## config.mk

```make
export PLATFORM = sky130hd
export DESIGN_NAME = ccr_ctrl_regs
export DESIGN_NICKNAME = d
export VERILOG_FILES = /design/src/design/ccr_pkg.sv /design/src/design/ccr_ctrl_regs.sv
export SDC_FILE = /design/constraint.sdc
export NUM_CORES = 1
export LEC_CHECK = 0
export BUFFER_PORTS_ARGS = -buffer_cell sky130_fd_sc_hd__buf_2
export CAP_MARGIN = 20
export CORE_MARGIN = 3
export CORE_UTILIZATION = 38
export CTS_CLUSTER_SIZE = 20
export DETAILED_ROUTE_END_ITERATION = 10
export GPL_ROUTABILITY_DRIVEN = 0
export MAX_ROUTING_LAYER = met4
export SYNTH_ARGS = -nofsm -noshare
export SYNTH_HDL_FRONTEND = slang
export SYNTH_SLANG_ARGS = --single-unit
```

## constraint.sdc

```tcl
create_clock -name i_clk_sys -period 2.2 [get_ports i_clk_sys]
set_clock_uncertainty 0.05 [all_clocks]
set_input_delay 0.22 -clock i_clk_sys [delete_from_list [all_inputs] [get_ports i_clk_sys]]
set_output_delay 0.22 -clock i_clk_sys [all_outputs]
set_load 0.01 [all_outputs]
```

## src/design/ccr_pkg.sv

```systemverilog
// Package with offsets, field layouts, reset values and timing for control registers two and three
package ccr_pkg;
  localparam logic [7:0] CONV_DETECT_CTRL_OFS     = 8'h02;
  localparam logic [7:0] CHARGE_IND_CTRL_OFS      = 8'h03;
  localparam logic [7:0] CONV_DETECT_CTRL_RST     = 8'h1d;
  localparam logic [7:0] CHARGE_IND_CTRL_RST      = 8'h1a;
  localparam int         CLK_PERIOD_NS            = 10;
  localparam int         MEAS_REPEAT_PERIOD_MS    = 1000;
  localparam int         MEAS_REPEAT_CYCLES       = MEAS_REPEAT_PERIOD_MS * (1000000 / CLK_PERIOD_NS);
  // Field positions, first register
  localparam int         GO_BIT                   = 7;
  localparam int         RATE_BIT                 = 6;
  localparam int         BFREQ_BIT                = 5;
  localparam int         ICO_BIT                  = 4;
  localparam int         HVP_BIT                  = 3;
  localparam int         ADJ_BIT                  = 2;
  localparam int         FORCE_DET_BIT            = 1;
  localparam int         AUTO_DET_BIT             = 0;
  // Field positions, second register
  localparam int         IND_CTRL_BIT             = 7;
  localparam int         KICK_BIT                 = 6;
  localparam int         BOOST_EN_BIT             = 5;
  localparam int         CHG_EN_BIT               = 4;
  localparam int         FLOOR_LSB                = 1;
  localparam int         BATLOW_BIT               = 0;

  typedef struct packed {
    logic       meas_conversion_go;
    logic       meas_repeat_select;
    logic       boost_switch_rate_sel;
    logic       input_current_optimizer_on;
    logic       high_volt_port_handshake_on;
    logic       adjustable_adapter_handshake_on;
    logic       forced_source_detection;
    logic       plugin_source_detection_on;
  } ccr_conv_detect_s;

  typedef struct packed {
    logic       indicator_ctrl;
    logic       watchdog_kick;
    logic       boost_output_enable;
    logic       charging_enable;
    logic [2:0] system_voltage_floor;
    logic       bat_low_select;
  } ccr_charge_ind_s;
endpackage

```

## src/design/ccr_ctrl_regs.sv

```systemverilog
// Conversion/detection and charge/indicator control registers with their side effects
// Summary of operation
// - Writing one to go launches a conversion; reads one during conversion or detection.
// - While repeat mode is on, writes to the go bit are ignored.
// - Repeat bit zero gives one-shot, one gives a conversion every second.
// - Boost rate bit picks 1.5MHz or 500KHz; ignored while boost output is enabled.
// - Bit 4 enables the input current optimizer; resets to one.
// - Bits 3 and 2 enable high-voltage and adjustable handshakes; both reset one.
// - Writing one to forced detection starts detection; reads zero when idle.
// - Plug-in detection runs on VBUS plug-in only while its enable bit is one.
// - Watchdog kick restarts the timer and clears itself once the timer is reset.
// - Adapter present: one if plugged, follows control bit in boost, else zero.
// - Plugged adapter with detection or fast adapter drives line select to one.
// - Other sources and boost: line select equals control bit; battery only gives zero.
// - Bits 3..1 set system floor 3.0V plus 0.1V per count; reset 101.
// - Bit 0 selects battery low threshold 2.9V or 2.5V; reset zero.
// - On watchdog expiry the watchdog-resettable fields return to defaults.
`timescale 1ns/1ps
module ccr_ctrl_regs #(
  parameter int REPEAT_CYCLES = ccr_pkg::MEAS_REPEAT_CYCLES
) (
  input  wire logic                   i_clk_sys,
  input  wire logic                   i_rst_b,
  input  wire logic                   i_reg_wr,
  input  wire logic                   i_reg_rd,
  input  wire logic [7:0]             i_reg_addr,
  input  wire logic [7:0]             i_reg_wdata,
  output logic                        o_reg_addr_ok,
  output logic      [7:0]             o_reg_rdata,
  input  wire logic                   i_conv_busy,
  input  wire logic                   i_conv_done,
  input  wire logic                   i_detect_busy,
  input  wire logic                   i_detect_done,
  input  wire logic                   i_vbus_plugin,
  input  wire logic                   i_adapter_plugged,
  input  wire logic                   i_fast_adapter,
  input  wire logic                   i_wd_reset_done,
  input  wire logic                   i_wd_expired,
  output logic                        o_meas_conversion_go,
  output logic                        o_detect_start,
  output logic                        o_adapter_present_out,
  output logic                        o_line_select_out,
  output ccr_pkg::ccr_conv_detect_s   o_conv_detect,
  output ccr_pkg::ccr_charge_ind_s    o_charge_ind
);
  // Refused at elaboration, so a bad count never reaches a netlist
  if (REPEAT_CYCLES < 2)
  begin
    $error("REPEAT_CYCLES must be at least 2");
  end

  ccr_pkg::ccr_conv_detect_s  cd_r, cd_nxt;
  ccr_pkg::ccr_charge_ind_s   ci_r, ci_nxt;
  logic [31:0]                rep_cnt_r, rep_cnt_nxt;
  logic [7:0]                 rdata_r, rdata_nxt;
  logic                       cstart_r, cstart_nxt;
  logic                       dstart_r, dstart_nxt;
  logic                       conv_fin_r, conv_fin_nxt;
  logic                       wr_cd, wr_ci, rep_tick;

  assign wr_cd    = i_reg_wr && (i_reg_addr == ccr_pkg::CONV_DETECT_CTRL_OFS);
  assign wr_ci    = i_reg_wr && (i_reg_addr == ccr_pkg::CHARGE_IND_CTRL_OFS);
  assign rep_tick = cd_r.meas_repeat_select && (rep_cnt_r == 32'(REPEAT_CYCLES - 1));
  assign o_reg_addr_ok = (i_reg_addr == ccr_pkg::CONV_DETECT_CTRL_OFS)
                      || (i_reg_addr == ccr_pkg::CHARGE_IND_CTRL_OFS);

  always_comb
  begin
    cd_nxt      = cd_r;
    ci_nxt      = ci_r;
    cstart_nxt  = 1'b0;
    dstart_nxt  = 1'b0;
    rep_cnt_nxt = cd_r.meas_repeat_select && !rep_tick ? rep_cnt_r + 32'h1 : 32'h0;
    conv_fin_nxt = conv_fin_r;
    // Completion clears first so a same-cycle write still sets
    if (i_conv_done && cd_r.meas_conversion_go)
      conv_fin_nxt = 1'b1;
    // Conversion may end before detection, so remember it until detection is idle
    if ((i_conv_done || conv_fin_r) && !i_detect_busy)
    begin
      cd_nxt.meas_conversion_go = 1'b0;
      conv_fin_nxt = 1'b0;
    end
    if (i_detect_done)
      cd_nxt.forced_source_detection = 1'b0;
    if (i_wd_reset_done)
      ci_nxt.watchdog_kick = 1'b0;
    if (wr_cd)
    begin
      if (i_reg_wdata[ccr_pkg::GO_BIT] && !cd_r.meas_repeat_select)
      begin
        cd_nxt.meas_conversion_go = 1'b1;
        conv_fin_nxt = 1'b0;
        cstart_nxt = 1'b1;
      end
      cd_nxt.meas_repeat_select = i_reg_wdata[ccr_pkg::RATE_BIT];
      if (!ci_r.boost_output_enable)
        cd_nxt.boost_switch_rate_sel = i_reg_wdata[ccr_pkg::BFREQ_BIT];
      cd_nxt.input_current_optimizer_on      = i_reg_wdata[ccr_pkg::ICO_BIT];
      cd_nxt.high_volt_port_handshake_on     = i_reg_wdata[ccr_pkg::HVP_BIT];
      cd_nxt.adjustable_adapter_handshake_on = i_reg_wdata[ccr_pkg::ADJ_BIT];
      if (i_reg_wdata[ccr_pkg::FORCE_DET_BIT])
      begin
        cd_nxt.forced_source_detection = 1'b1;
        dstart_nxt = 1'b1;
      end
      cd_nxt.plugin_source_detection_on = i_reg_wdata[ccr_pkg::AUTO_DET_BIT];
    end
    if (rep_tick)
      cstart_nxt = 1'b1;
    if (i_vbus_plugin && cd_r.plugin_source_detection_on)
      dstart_nxt = 1'b1;
    if (wr_ci)
    begin
      ci_nxt.indicator_ctrl       = i_reg_wdata[ccr_pkg::IND_CTRL_BIT];
      if (i_reg_wdata[ccr_pkg::KICK_BIT])
        ci_nxt.watchdog_kick      = 1'b1;
      ci_nxt.boost_output_enable  = i_reg_wdata[ccr_pkg::BOOST_EN_BIT];
      ci_nxt.charging_enable      = i_reg_wdata[ccr_pkg::CHG_EN_BIT];
      ci_nxt.system_voltage_floor = i_reg_wdata[ccr_pkg::FLOOR_LSB +: 3];
      ci_nxt.bat_low_select       = i_reg_wdata[ccr_pkg::BATLOW_BIT];
    end
    // Expiry overrides host writes except the detection start pulse; software-only fields keep their value
    if (i_wd_expired)
    begin
      cd_nxt.meas_conversion_go      = ccr_pkg::CONV_DETECT_CTRL_RST[ccr_pkg::GO_BIT];
      cd_nxt.meas_repeat_select      = ccr_pkg::CONV_DETECT_CTRL_RST[ccr_pkg::RATE_BIT];
      cd_nxt.boost_switch_rate_sel   = ccr_pkg::CONV_DETECT_CTRL_RST[ccr_pkg::BFREQ_BIT];
      cd_nxt.forced_source_detection = ccr_pkg::CONV_DETECT_CTRL_RST[ccr_pkg::FORCE_DET_BIT];
      ci_nxt.watchdog_kick           = ccr_pkg::CHARGE_IND_CTRL_RST[ccr_pkg::KICK_BIT];
      ci_nxt.boost_output_enable     = ccr_pkg::CHARGE_IND_CTRL_RST[ccr_pkg::BOOST_EN_BIT];
      ci_nxt.charging_enable         = ccr_pkg::CHARGE_IND_CTRL_RST[ccr_pkg::CHG_EN_BIT];
      cstart_nxt                     = 1'b0;
      conv_fin_nxt                   = 1'b0;
      rep_cnt_nxt                    = 32'h0;
    end
    rdata_nxt = rdata_r;
    if (i_reg_rd)
    begin
      if (i_reg_addr == ccr_pkg::CONV_DETECT_CTRL_OFS)
      begin
        rdata_nxt = cd_r;
        rdata_nxt[ccr_pkg::GO_BIT] = cd_r.meas_conversion_go || i_conv_busy || i_detect_busy;
      end
      else if (i_reg_addr == ccr_pkg::CHARGE_IND_CTRL_OFS)
        rdata_nxt = ci_r;
      else
        rdata_nxt = 8'h00;
    end
  end

  always_ff @(posedge i_clk_sys)
  begin
    if (!i_rst_b)
    begin
      cd_r      <= ccr_pkg::CONV_DETECT_CTRL_RST;
      ci_r      <= ccr_pkg::CHARGE_IND_CTRL_RST;
      rep_cnt_r <= 32'h0;
      rdata_r   <= 8'h00;
      cstart_r  <= 1'b0;
      dstart_r  <= 1'b0;
      conv_fin_r <= 1'b0;
    end
    else
    begin
      cd_r      <= cd_nxt;
      ci_r      <= ci_nxt;
      rep_cnt_r <= rep_cnt_nxt;
      rdata_r   <= rdata_nxt;
      cstart_r  <= cstart_nxt;
      dstart_r  <= dstart_nxt;
      conv_fin_r <= conv_fin_nxt;
    end
  end

  // Indicators are combinational so they track plug events without a cycle lag
  always_comb
  begin
    if (i_adapter_plugged)
    begin
      o_adapter_present_out = 1'b1;
      o_line_select_out = i_detect_busy || cd_r.forced_source_detection || i_fast_adapter
                          || ci_r.indicator_ctrl;
    end
    else if (ci_r.boost_output_enable)
    begin
      o_adapter_present_out = ci_r.indicator_ctrl;
      o_line_select_out     = ci_r.indicator_ctrl;
    end
    else
    begin
      o_adapter_present_out = 1'b0;
      o_line_select_out     = 1'b0;
    end
  end

  assign o_reg_rdata    = rdata_r;
  assign o_meas_conversion_go   = cstart_r;
  assign o_detect_start = dstart_r;
  assign o_conv_detect  = cd_r;
  assign o_charge_ind   = ci_r;
endmodule

```

==> flow_metrics.py <==
metrics = {
    "floorplan": {
        "fp.coreArea_um2": 6944,
        "fp-row-count": 30,
        "die_height_um": 91.65,
        "die_x_um": 91.65,
        "start_util_pct": 40.14,
        "dieArea_um2": 8400,
        "io_pins": 58,
    },
    "grt": {
        "first_global_vias": 2326,
        "grt_pass1_wl_um": 11010,
        "grt.overflow.total": 0,
        "grt_util_all_layers_pct": 16.82,
        "grt_max_degree": 23,
        "antenna_found_initial": 0,
    },
    "power_and_ir_drop": {
        "power.leakage_nw": 1.220,
        "p_per_area_nw_per_um2": 627.8,
        "switchingPower_uw": 446.1,
        "peakVddDrop_v": 0.0003853,
        "internal_power_mw": 1.661,
        "sw_frac_of_total_pct": 21.17,
        "pwr-share-seq_pct": 50.8,
        "clock_power_share_pct": 45.7,
        "power_frac_comb_pct": 3.5,
    },
    "route": {
        "vias": 2500,
        "antenna_left": 0,
        "wirelength_um": 6631,
        "via_per_inst": 5.365,
        "wl_per_cell_um": 14.23,
        "drc": 0,
        "drt_pre_antenna_iters": 4,
        "drt_first_iter_violations": 106,
    },
    "setup_path": {
        "start_kind": "register",
        "worstPathArrival_ps": 2170,
        "cp.required_ps": 2430,
        "crit_path_end_kind": "register",
        "worstPathMaxFanout": 20,
        "path_class": "register to register",
    },
    "cts": {
        "cts-buffers-inserted": 9,
        "postCtsResizedCells": 0,
        "cts_tree": "done",
        "holdBufCountCts": 0,
        "cts_setup_buffers": 0,
        "clock-root-buffer": "clkbuf_8",
        "cts_max_level": 3,
        "clock-sinks": 59,
        "cts.path.max_buffers": 2,
        "clkTransAtPathRegs_ps": 60,
        "clock_latency_ps": 340,
    },
    "cells_and_area": {
        "layout_commonest_cell": "dfxtp_1",
        "final_area_um2": 3357,
        "final_cell_mix": "dfxtp_1, buf_2, nand2_1, a21oi_1, nand3_1",
        "layout-drive-gt1-share_pct": 25.14,
        "fillerInstances": 689,
        "finalNetCount": 395,
        "diodes": 0,
        "syn_to_final_growth_pct": 20.42,
    },
    "logic_synthesis": {
        "async_flop_share_pct": 0,
        "synthFlopType": "dfxtp_1",
        "synthCells": 306,
        "yosysWarnings": 0,
        "syn_avg_cell_area_um2": 9.110,
        "synth_edf_count": 0,
        "netlist_area_um2": 2788,
        "ys_seq_area_share_pct": 42.37,
        "synth_nets": 336,
        "synth-seq-cells": 59,
        "synth_cell_types": 45,
    },
    "timing": {
        "period_share_pct": 88.16,
        "setup_viol": 0,
        "fmax_mhz": 515.6,
        "holdWs_ps": 62.58,
        "setup_tns_ps": 0,
        "slew_violations": 0,
        "worstMarginPinSlew_ps": 571.4,
        "max-slew-margin-rel_pct": 61.81,
        "rsz0062_at_grt": "no",
        "post-route-min-period_ps": 1939,
        "hold_viol": 0,
    },
    "run_status": {
        "status": "finished clean",
    },
    "placed_design": {
        "dp_hpwl_um": 4695,
        "io_buffers": 57,
        "place_area_um2": 3169,
    },
    "worst_hold_path": {
        "min_path_type": "input pin to register",
    },
    "job": {
        "drv_cap": 0,
    },
}
==> cell families (layout without fill, tap and decap cells) <==
family	after synthesis	after routing	share of synthesized area [%]
and+or+nand+nor	137	137	29.94
muxes	18	18	6.732
AOI/OAI and AO/OA	63	63	14.68
DFF	59	59	42.37
buffers and inverters	19	83	3.007
adders and majority gates	1	1	0.4488
xor gates and xnor gates	9	9	2.827
==> cell type report <==
type	count	area (µm²)	area share [%]
multi-input cells	228	1523	45.36
clock buffers	14	152.6	4.547
flip-flops and latches	59	1181	35.18
inverters	4	15.01	0.4473
repair buffers	63	330.3	9.840
well taps	96	120.1	3.578
clock inverters	2	35.03	1.044
==> flip-flops by register name (all words and copies together), names as in the netlist <==
signal                count
o_meas_conversion_go      1
o_reg_rdata               8
rep_cnt_r                32
o_charge_ind              8
o_conv_detect             8
conv_fin_r                1
o_detect_start            1
==> per-layer routing <==
metal / global-route usage, % / vias to the layer above / wire, µm
met2: 24.59 / 79 / 2993
met4: 10.30 / 0 / 150
met5: - / - / 0
met1: 21.14 / 1149 / 3118
li1: - / 1257 / -
met3: 3.692 / 15 / 369
==> power by group through the flow <==
stage	clock (mW)	sequential, mW	combinational (mW)
6_report	0.963	1.07	0.0748
3_5_place_dp	0	1.09	0.0746
4_1_cts	0.997	1.07	0.0752
5_1_grt	1.05	1.07	0.0815
2_1_floorplan	0	1.09	0.0317
3_3_place_gp	0	1.09	0.0746
==> worst paths after layout <==
| check | start | end | slack [ps] | depth (start not counted) |
|---|---|---|---|---|
| worst min-delay path | i_reg_wdata[2] | o_conv_detect[2] | 60 | 3 |
| worst max-delay path | rep_cnt_r[8] | rep_cnt_r[29] | 260 | 4 |
| worst max register to register | rep_cnt_r[8] | rep_cnt_r[29] | 260 | 4 |
| worst min register to register | rep_cnt_r[0] | rep_cnt_r[0] | 400 | 1 |
==> worst max-delay path, stage by stage, from the launching register on <==
cell	delay, ps
dfxtp_1	420
and4_1	300
nand2_1	360
or4_4	610
a21oi_2	130
==> Yosys cell counts (all sizes together), types with 2 or more instances <==
cell type	instances	area [µm²]
nand2	24	92.59
clkbuf	10	37.54
and2	5	31.28
inv	4	15.01
nor4b	2	17.52
nor2	16	60.06
a21oi	25	136.4
a21boi	9	67.57
nand2b	11	68.82
nor2b	4	25.02
o21ai	12	60.05
xnor2	5	43.79
and4	7	61.31
or3	7	43.79
xor2	4	35.03
nand4b	2	23.77
nand4	12	90.09
mux2	6	67.56
nand3	18	90.09
or4	14	116.4
or3b	2	17.52
nor4	5	37.53
buf	5	31.28
nor3b	2	15.01
nor3	3	15.01
mux2i	12	120.1
dfxtp	59	1181
o31ai	14	118.9
==> through the flow <==
stage	total power [mW]	setup WS (ps)	instances	util, %
5_1_grt	2.196	97.98	466	48.34
4_1_cts	2.142	280.3	466	48.34
3_3_place_gp	1.168	366.9	450	45.64
3_5_place_dp	1.169	302.0	450	45.64
6_report	2.108	260.5	466	48.34
2_1_floorplan	1.126	491.3	306	-
No activity file was read; power rests on OpenSTA's default activity.
